[config.mk]
export PLATFORM = sky130hd
export DESIGN_NAME = serial_peripheral_port
export DESIGN_NICKNAME = d
export VERILOG_FILES = /design/src/hdl/sck_divider.v /design/src/hdl/serial_peripheral_port.v
export VERILOG_INCLUDE_DIRS = /design/src /design/src/hdl
export SDC_FILE = /design/constraint.sdc
export NUM_CORES = 1
export LEC_CHECK = 0
export BUFFER_PORTS_ARGS = -buffer_cell sky130_fd_sc_hd__buf_2
export CAP_MARGIN = 10
export CORE_MARGIN = 2
export CORE_UTILIZATION = 60
export CTS_BUF_LIST = sky130_fd_sc_hd__clkbuf_4
export CTS_CLUSTER_DIAMETER = 200
export DETAILED_ROUTE_END_ITERATION = 10
export GPL_TIMING_DRIVEN = 1
export PLACE_DENSITY = 0.81
export SETUP_SLACK_MARGIN = 0.3
export SLEW_MARGIN = 20
export SYNTH_ARGS = -nofsm -noshare
export SYNTH_HDL_FRONTEND = slang
export SYNTH_SLANG_ARGS = --single-unit
[constraint.sdc]
create_clock -name MCLK -period 2.5 [get_ports MCLK]
set_input_delay 0.5 -clock MCLK [delete_from_list [all_inputs] [get_ports MCLK]]
set_output_delay 0.5 -clock MCLK [all_outputs]
set_load 0.1 [all_outputs]
[src/hdl/spi_port_defs.vh]
// Register map, field positions, reset values and rate table of the serial port
`ifndef SPI_PORT_DEFS_VH
`define SPI_PORT_DEFS_VH

// ----------------------------------------------------------------
// Register offsets
// ----------------------------------------------------------------
`define ADDR_CTRL       3'h0
`define ADDR_STATUS     3'h1
`define ADDR_DATA       3'h2
`define ADDR_PINS       3'h3

// ----------------------------------------------------------------
// Control register fields
// ----------------------------------------------------------------
`define CTRL_IRQ_EN     7
`define CTRL_ENABLE     6
`define CTRL_LSB_FIRST  5
`define CTRL_MASTER     4
`define CTRL_CPOL       3
`define CTRL_CPHA       2
`define CTRL_RATE_HI    1
`define CTRL_RATE_LO    0

// ----------------------------------------------------------------
// Status register fields
// ----------------------------------------------------------------
`define STAT_DONE       7
`define STAT_COLL       6
`define STAT_DOUBLE     0

// ----------------------------------------------------------------
// Pin configuration register fields
// ----------------------------------------------------------------
`define PINS_MOSI_DIR   0
`define PINS_MISO_DIR   1
`define PINS_SCK_DIR    2
`define PINS_SS_DIR     3
`define PINS_SS_LEVEL   4

// ----------------------------------------------------------------
// Reset values
// ----------------------------------------------------------------
`define CTRL_RESET      8'h00
`define PINS_RESET      5'h10
`define PIN_SYNC_RESET  4'h8

// ----------------------------------------------------------------
// Half periods of the master clock, in system clocks
// ----------------------------------------------------------------
`define HALF_DIV2       7'h01
`define HALF_DIV4       7'h02
`define HALF_DIV8       7'h04
`define HALF_DIV16      7'h08
`define HALF_DIV32      7'h10
`define HALF_DIV64      7'h20
`define HALF_DIV128     7'h40

// ----------------------------------------------------------------
// Byte framing counts
// ----------------------------------------------------------------
`define EDGE_LAST       4'hF
`define BIT_LAST        3'h7

`endif

[src/hdl/sck_divider.v]
// Half-period tick generator for the master serial clock
`timescale 1ns/1ps
`default_nettype none
`include "spi_port_defs.vh"

module sck_divider (
  input  wire       clk,
  input  wire       reset,
  input  wire       run,
  input  wire       double_speed,
  input  wire [1:0] rate,
  output reg        tick
);

  reg [6:0] count;
  reg [6:0] half;

  // ----------------------------------------------------------------
  // Rate table
  // ----------------------------------------------------------------
  always @* begin
    case ({double_speed, rate})
      3'b000:  half = `HALF_DIV4;
      3'b001:  half = `HALF_DIV16;
      3'b010:  half = `HALF_DIV64;
      3'b011:  half = `HALF_DIV128;
      3'b100:  half = `HALF_DIV2;
      3'b101:  half = `HALF_DIV8;
      3'b110:  half = `HALF_DIV32;
      default: half = `HALF_DIV64;
    endcase
  end

  // ----------------------------------------------------------------
  // Counter
  // ----------------------------------------------------------------
  // Restarts from zero each byte so the first edge is a full half period late
  always @(posedge clk) begin
    if (reset || !run) begin
      count <= 7'h00;
      tick  <= 1'b0;
    end else if (count == half - 7'h01) begin
      count <= 7'h00;
      tick  <= 1'b1;
    end else begin
      count <= count + 7'h01;
      tick  <= 1'b0;
    end
  end

endmodule // sck_divider
`default_nettype wire

[src/hdl/serial_peripheral_port.v]
// Serial peripheral port: register slave, pin control and shift engine
`timescale 1ns/1ps
`default_nettype none
`include "spi_port_defs.vh"

// How it works
// - Master data write shifts out eight bits
// - Master stops clock, sets done flag
// - Done flag with enable raises interrupt
// - Select line driven only by software
// - MOSI master-to-slave, MISO back, master clocks
// - Unselected slave idles, MISO released
// - Slave loads data, shifts only when selected
// - Slave sets done flag per byte
// - Slave accepts new byte before read
// - Last received byte kept for reading
// - Single transmit buffer, double receive buffer
// - Unread received byte is overwritten
// - External clock phases exceed two clocks
// - Enabled port overrides pin directions
// - Bit order, seven rates, double speed
// - Master rate divides system clock, 2-128
// - Polarity sets idle level, phase sample edge
// - Ack or status-then-data clears done flag
// - Select input low as master forces slave
module serial_peripheral_port (
  input  wire       MCLK,
  input  wire       RESET,
  input  wire [2:0] ADDR,
  input  wire [7:0] WDATA,
  input  wire       WR,
  input  wire       RD,
  output reg  [7:0] RDATA,
  output reg        IRQ,
  input  wire       IRQ_ACK,
  input  wire       SCK_IN,
  output reg        SCK_OUT,
  output reg        SCK_OE,
  input  wire       MOSI_IN,
  output reg        MOSI_OUT,
  output reg        MOSI_OE,
  input  wire       MISO_IN,
  output reg        MISO_OUT,
  output reg        MISO_OE,
  input  wire       SS_N_IN,
  output reg        SS_N_OUT,
  output reg        SS_N_OE
);

  localparam [1:0] ST_IDLE  = 2'b01;
  localparam [1:0] ST_SHIFT = 2'b10;
  localparam [3:0] PIN_IDLE = `PIN_SYNC_RESET;

  // ----------------------------------------------------------------
  // Pin synchronisers
  // ----------------------------------------------------------------
  wire [3:0] pin_raw;
  wire [3:0] pin_sync;

  assign pin_raw = {SS_N_IN, MISO_IN, MOSI_IN, SCK_IN};

  genvar g;
  generate
    for (g = 0; g < 4; g = g + 1) begin : gen_sync
      reg meta;
      reg held;
      always @(posedge MCLK) begin
        if (RESET) begin
          meta <= PIN_IDLE[g];
          held <= PIN_IDLE[g];
        end else begin
          meta <= pin_raw[g];
          held <= meta;
        end
      end
      assign pin_sync[g] = held;
    end
  endgenerate

  // ----------------------------------------------------------------
  // State
  // ----------------------------------------------------------------
  reg  [7:0] ctrl;
  reg        double_speed;
  reg  [4:0] pins;
  reg        done_flag;
  reg        coll_flag;
  reg        clear_armed;
  reg  [7:0] sr;
  reg  [7:0] rx_buf;
  reg        out_bit;
  reg        sck_level;
  reg        sck_prev;
  reg  [1:0] mstate;
  reg  [3:0] edge_cnt;
  reg  [2:0] bit_cnt;
  reg  [7:0] next_rdata;

  wire       tick;
  wire       enable    = ctrl[`CTRL_ENABLE];
  wire       master    = ctrl[`CTRL_MASTER];
  wire       cpol      = ctrl[`CTRL_CPOL];
  wire       cpha      = ctrl[`CTRL_CPHA];
  wire       lsb_first = ctrl[`CTRL_LSB_FIRST];
  wire       ss_low    = ~pin_sync[3];
  wire       sck_s     = pin_sync[0];
  wire       shifting  = mstate[1];

  // ----------------------------------------------------------------
  // Bus decode
  // ----------------------------------------------------------------
  wire wr_ctrl     = WR & (ADDR == `ADDR_CTRL);
  wire wr_stat     = WR & (ADDR == `ADDR_STATUS);
  wire wr_data     = WR & (ADDR == `ADDR_DATA);
  wire wr_pins     = WR & (ADDR == `ADDR_PINS);
  wire rd_stat     = RD & (ADDR == `ADDR_STATUS);
  wire data_access = (WR | RD) & (ADDR == `ADDR_DATA);

  // ----------------------------------------------------------------
  // Edge classification
  // ----------------------------------------------------------------
  wire slave_on = enable & ~master & ss_low;
  wire sck_chg  = slave_on & (sck_s ^ sck_prev);
  // Leading edge leaves the idle level, trailing edge returns to it
  wire lead     = master ? (shifting & tick & ~edge_cnt[0])
                         : (sck_chg & (sck_s ^ cpol));
  wire trail    = master ? (shifting & tick & edge_cnt[0])
                         : (sck_chg & ~(sck_s ^ cpol));
  wire sample   = cpha ? trail : lead;
  wire setup    = cpha ? lead : trail;
  // Master listens on MISO, slave on MOSI
  wire in_bit   = master ? pin_sync[2] : pin_sync[1];
  wire head     = lsb_first ? sr[0] : sr[7];
  wire [7:0] shifted = lsb_first ? {in_bit, sr[7:1]} : {sr[6:0], in_bit};
  wire whead    = lsb_first ? WDATA[0] : WDATA[7];

  wire m_finish   = shifting & tick & (edge_cnt == `EDGE_LAST);
  wire s_finish   = ~master & sample & (bit_cnt == `BIT_LAST);
  wire byte_cpl   = m_finish | s_finish;
  wire mode_fault = enable & master & ~pins[`PINS_SS_DIR] & ss_low;
  wire mid_byte   = shifting | (bit_cnt != 3'h0);
  wire collide    = wr_data & mid_byte;
  wire start      = wr_data & ~mid_byte & enable & master & ~mode_fault;
  wire flag_clear = (clear_armed & data_access) | IRQ_ACK;

  // ----------------------------------------------------------------
  // Master clock divider
  // ----------------------------------------------------------------
  sck_divider i_sck_divider (
    .clk          (MCLK),
    .reset        (RESET),
    .run          (shifting),
    .double_speed (double_speed),
    .rate         ({ctrl[`CTRL_RATE_HI], ctrl[`CTRL_RATE_LO]}),
    .tick         (tick)
  );

  // ----------------------------------------------------------------
  // Software registers
  // ----------------------------------------------------------------
  always @(posedge MCLK) begin
    if (RESET) begin
      ctrl         <= `CTRL_RESET;
      double_speed <= 1'b0;
      pins         <= `PINS_RESET;
    end else begin
      if (wr_ctrl) begin
        ctrl <= WDATA;
      end
      // Hardware demotion beats a same-cycle software write
      if (mode_fault) begin
        ctrl[`CTRL_MASTER] <= 1'b0;
      end
      if (wr_stat) begin
        double_speed <= WDATA[`STAT_DOUBLE];
      end
      if (wr_pins) begin
        pins <= WDATA[4:0];
      end
    end
  end

  // ----------------------------------------------------------------
  // Flags
  // ----------------------------------------------------------------
  // A set in the clearing cycle wins, so no completion is lost
  always @(posedge MCLK) begin
    if (RESET) begin
      done_flag   <= 1'b0;
      coll_flag   <= 1'b0;
      clear_armed <= 1'b0;
    end else begin
      if (byte_cpl || mode_fault) begin
        done_flag <= 1'b1;
      end else if (flag_clear) begin
        done_flag <= 1'b0;
      end
      if (collide) begin
        coll_flag <= 1'b1;
      end else if (clear_armed && data_access) begin
        coll_flag <= 1'b0;
      end
      if (rd_stat && (done_flag || coll_flag)) begin
        clear_armed <= 1'b1;
      end else if (data_access || IRQ_ACK) begin
        clear_armed <= 1'b0;
      end
    end
  end

  // ----------------------------------------------------------------
  // Shift engine
  // ----------------------------------------------------------------
  always @(posedge MCLK) begin
    if (RESET) begin
      mstate    <= ST_IDLE;
      edge_cnt  <= 4'h0;
      bit_cnt   <= 3'h0;
      sr        <= 8'h00;
      rx_buf    <= 8'h00;
      out_bit   <= 1'b0;
      sck_level <= 1'b0;
      sck_prev  <= 1'b0;
    end else begin
      sck_prev <= sck_s;
      // Transmit and receive share one register; only the receive side is buffered
      if (wr_data && !mid_byte) begin
        sr <= WDATA;
      end else if (sample) begin
        sr <= shifted;
      end
      if (wr_data && !mid_byte && !cpha) begin
        out_bit <= whead;
      end else if (setup) begin
        out_bit <= head;
      end else if (!master && bit_cnt == 3'h0 && !cpha && !sample) begin
        out_bit <= head;
      end
      // Overwrites an unread byte; software must keep up
      if (byte_cpl) begin
        rx_buf <= sample ? shifted : sr;
      end
      // Deselect drops any partial byte and keeps the slave framed
      if (master || !slave_on) begin
        bit_cnt <= 3'h0;
      end else if (sample) begin
        bit_cnt <= bit_cnt + 3'h1;
      end
      case (mstate)
        ST_IDLE: begin
          sck_level <= cpol;
          edge_cnt  <= 4'h0;
          if (start) begin
            mstate <= ST_SHIFT;
          end
        end
        ST_SHIFT: begin
          if (mode_fault || !enable || !master) begin
            mstate <= ST_IDLE;
          end else if (tick) begin
            sck_level <= ~sck_level;
            edge_cnt  <= edge_cnt + 4'h1;
            if (m_finish) begin
              mstate <= ST_IDLE;
            end
          end
        end
        default: begin
          mstate <= ST_IDLE;
        end
      endcase
    end
  end

  // ----------------------------------------------------------------
  // Read mux
  // ----------------------------------------------------------------
  always @* begin
    next_rdata = 8'h00;
    if (RD) begin
      case (ADDR)
        `ADDR_CTRL:   next_rdata = ctrl;
        `ADDR_STATUS: next_rdata = {done_flag, coll_flag, 5'h00, double_speed};
        `ADDR_DATA:   next_rdata = rx_buf;
        `ADDR_PINS:   next_rdata = {3'h0, pins};
        default:      next_rdata = 8'h00;
      endcase
    end
  end

  // ----------------------------------------------------------------
  // Registered outputs
  // ----------------------------------------------------------------
  // Data and clock take the same one-cycle delay so their relation holds
  always @(posedge MCLK) begin
    if (RESET) begin
      RDATA    <= 8'h00;
      IRQ      <= 1'b0;
      SCK_OUT  <= 1'b0;
      SCK_OE   <= 1'b0;
      MOSI_OUT <= 1'b0;
      MOSI_OE  <= 1'b0;
      MISO_OUT <= 1'b0;
      MISO_OE  <= 1'b0;
      SS_N_OUT <= 1'b1;
      SS_N_OE  <= 1'b0;
    end else begin
      RDATA    <= next_rdata;
      IRQ      <= ctrl[`CTRL_IRQ_EN] & done_flag;
      SCK_OUT  <= sck_level;
      MOSI_OUT <= out_bit;
      MISO_OUT <= out_bit;
      SS_N_OUT <= pins[`PINS_SS_LEVEL];
      SCK_OE   <= enable & master & pins[`PINS_SCK_DIR];
      MOSI_OE  <= enable & master & pins[`PINS_MOSI_DIR];
      SS_N_OE  <= enable & master & pins[`PINS_SS_DIR];
      MISO_OE  <= enable & ~master & ss_low & pins[`PINS_MISO_DIR];
    end
  end

endmodule // serial_peripheral_port
`default_nettype wire

==> metrics.csv <==
stage,metric,value,unit
sta,Fin. Hold Viols,0,
yosys,Commonest cells post-synth,"dfxtp_1 (77), nor2_1 (35), nand2_1 (28), mux2i_1 (24), a21oi_1 (19)",
clock_network,number of buffers created by CTS,9,
sta,f_max,0.483,GHz
sta,hold slack,0.242,ns
min_path,min-delay worst type,in -> reg,
routing,Pre-antenna DRT Iters,4,
flow_run,Max-Cap Viols,0,
placed_design,PortBufs,36,
yosys,synthesized area per cell,9.40,um^2
worst_setup_path,Worst Setup EP,out_bit$_SDFFE_PP0P_,
worst_setup_path,R2R Path End,out_bit$_SDFFE_PP0P_,
sta,final period utilization,82.9,%
worst_setup_path,worst-path cell chain,inv_1 > ha_1 > or3b_1 > or3_1 > o311ai_1 > mux2i_1,
worst_setup_path,Max stage delay on crit path,0.46,ns
cells_and_area,Final Cell Area,3840,um^2
worst_setup_path,slowest CP cell,or3_1,
sta,clock skew,0.0141,ns
yosys,post-synthesis cell count,367,
pwr,Pwr Total,2.12,mW
routing,1st-iter DRT viols,196,
global_route,gr ovfl total,0,
yosys,Post-synth top flop,dfxtp_1,
global_route,Tot GR Track Use,25.7,%
global_route,initial antenna violation count,0,
pwr,static leakage,1.64,nW
cells_and_area,fin cells,485,
worst_setup_path,Worst Reg-to-Reg Cells,6,
sta,Slew HR,53.6,%
run_status,status,"complete, no violations",
global_route,vias in the first global route,2658,
sta,final count of negative-setup-slack endpoints,0,
cells_and_area,antenna cells,0,
clock_network,CTS root buf,clkbuf_4,
routing,Routed wire per std cell,15.5,um
worst_setup_path,startpoint types,register,
worst_setup_path,worst reg2reg path startpoint,bit_cnt[0]$_SDFFE_PP0P_,
yosys,Netlist Area Pre-Place,3450,um^2
clock_network,htree depth,3,
pwr,worst vdd ir,0.000315,V
yosys,"Seq/Total Area, Yosys",44.7,%
worst_setup_path,Worst EP arrival,2.38,ns
sta,RSZ-0062 raised after global routing,no,
yosys,Synth Register Bits,77,
clock_network,Sink Count,77,
global_route,largest net degree at the start of global routing,41,
floorplan,Core Footprint,5540,um^2
routing,DRC,0,
cells_and_area,Layout Nets,435,
placed_design,HPWL Detailed,5330,um
sta,Least-Margin Pin Slew,0.689,ns
sta,Final Max Slew Viols,0,
routing,Vias,2796,
global_route,first-pass GRT wire length,12500,um
routing,"antenna viol nets, final",0,
cells_and_area,Filler cells,466,
yosys,"top cells by area, synth","dfxtp_1 (45%), mux2i_1 (7.0%), nor2_1 (3.8%), mux2_2 (3.6%), nand2_1 (3.0%)",
yosys,top-count cell post-synth,dfxtp_1,
clock_network,CTS tree,yes,
worst_setup_path,kind of critical path,reg -> reg,
yosys,area share of the largest cell type after synthesis,44.7,%
floorplan,Die X,79.8,um
floorplan,Top Ports,37,
cells_and_area,layout cells sized above 1,20.8,%
pwr,Power Density,553,nW/um^2
clock_network,worst skew pair latency,0.43,ns
floorplan,initial core utilization,62.3,%
placed_design,post-placement cell area,3680,um^2
yosys,Mapped Nets,394,
clock_network,clk buf depth,2,
yosys,Yosys top cell by area,dfxtp_1,
floorplan,# rows,27,
sta,Period minus WS final,2.07,ns
routing,drt total wl,7520,um
worst_setup_path,Worst EP required,2.81,ns
placed_design,Post-Place Cells,465,
yosys,distinct cell type count after synthesis,57,
yosys,asr flop ratio synth,0,%
cells_and_area,area delta synth->final,11.5,%
routing,Via density,5.76,
yosys,yosys warns,0,
placed_design,gpl congestion,0.915,
worst_setup_path,Crit Path Max Fanout,7,
worst_setup_path,CP startpoint,bit_cnt[0]$_SDFFE_PP0P_,
clock_network,"CTS clk-pin slew, worst paths",0.12,ns
worst_setup_path,CP endpoint kind,register,
yosys,Post-synth EDFFs,0,
min_path,worst hold path stage count,2,
floorplan,Die Ht,79.8,um
floorplan,die area,6370,um^2
worst_setup_path,reg2reg setup slack,0.43,ns
sta,total negative setup slack,0,ns
-- metal layers --
metal / GRT usage (%) / vias up / wire length (um)
li1: - / 1379 / -
met1: 32.2 / 1288 / 3230
met2: 40.8 / 99 / 3550
met3: 5.20 / 30 / 394
met4: 15.6 / 0 / 338
met5: 0 / - / 0
-- metrics by stage --
step	utilization, %	setup WS [ns]
after global routing	69.4	0.330
after CTS	68.9	0.372
final	69.4	0.428
after floorplan	-	0.644
after detailed placement	66.4	0.443
after global placement	66.4	0.479
-- layout by cell type (no fill, tap or decap), types with 2 or more instances in the layout --
cell / instances
xor2_1: 5
clkbuf_4: 9
and2_1: 6
o21ai_1: 12
o21ai_0: 7
nand2_1: 28
nand4_1: 4
nor4bb_1: 2
xnor2_1: 2
a32oi_1: 2
buf_2: 36
nand3_1: 18
clkinvlp_4: 3
nor2b_1: 12
a22oi_1: 5
a21oi_1: 19
inv_1: 12
and3_1: 6
or2_2: 3
nand2b_1: 3
or3b_1: 3
a21o_1: 3
nor3b_1: 3
ha_1: 7
buf_4: 9
nor2_1: 35
a211oi_2: 2
dfxtp_1: 77
mux2i_1: 24
a211oi_1: 3
and3b_1: 2
nor3_1: 6
nand3b_1: 6
mux2_2: 11
clkinv_2: 2
nor2b_4: 2
-- kinds of logic after synthesis --
family	share of synthesized area (%)
buffers and inverters	3.52
AND/OR/NAND/NOR	23.1
XOR/XNOR	1.78
AO/OA/AOI/OAI	12.8
flip-flops	44.7
multiplexers	11.2
adder cells (fa/ha/maj)	2.83
-- critical path, delay by kind of cell, from the launching register on --
kind | cells | cell delay (ns)
mux | 1 | 0.11
flops | 1 | 0.33
simple gates | 2 | 0.89
fa+ha+maj | 1 | 0.16
compound gates | 1 | 0.38
buf+inv | 1 | 0.09
-- cell type report --
cell class	count	area, um^2	area share (%)
Clock buffer	9	67.6	1.76
Inverter	12	45.0	1.17
Timing Repair Buffer	45	248	6.44
Sequential cell	77	1540	40.1
Multi-Input combinational cell	263	1790	46.5
Tap cell	72	90.1	2.34
Clock inverter	7	66.3	1.72
-- where the power goes --
group          switching, mW  internal (mW)
Combinational         0.0807         0.0504
Clock                  0.439          0.297
Sequential            0.0143           1.24
-- flip-flops by register name, summed over array words and instances, names as in the netlist, 2 cells and up --
signal               count
RDATA                    8
gen_sync.held            4
pins                     5
edge_cnt                 4
gen_sync.meta            4
bit_cnt                  3
sr                       8
rx_buf                   8
i_sck_divider.count      7
ctrl                     8
mstate                   2
-- worst min path at each step --
stage,to,start,slack (ns)
4_1_cts,gen_sync[3].meta$_SDFF_PP1_,SS_N_IN,0.22
3_3_place_gp,gen_sync[3].held$_SDFF_PP1_,gen_sync[3].meta$_SDFF_PP1_,0.39
6_report,gen_sync[3].meta$_SDFF_PP1_,SS_N_IN,0.24
5_1_grt,gen_sync[3].meta$_SDFF_PP1_,SS_N_IN,0.23
3_5_place_dp,gen_sync[3].held$_SDFF_PP1_,gen_sync[3].meta$_SDFF_PP1_,0.40
2_1_floorplan,gen_sync[3].held$_SDFF_PP1_,gen_sync[3].meta$_SDFF_PP1_,0.39
-- repair_timing --
item | CTS | global route
gates resized for setup | 0 | 0
hold buffers | 0 | 0
hold endpoints to repair | 0 | 0
buffers inserted | 0 | 4
setup endpoints to repair | 0 | 4
Note: power is estimated with default switching activity, not from simulation.
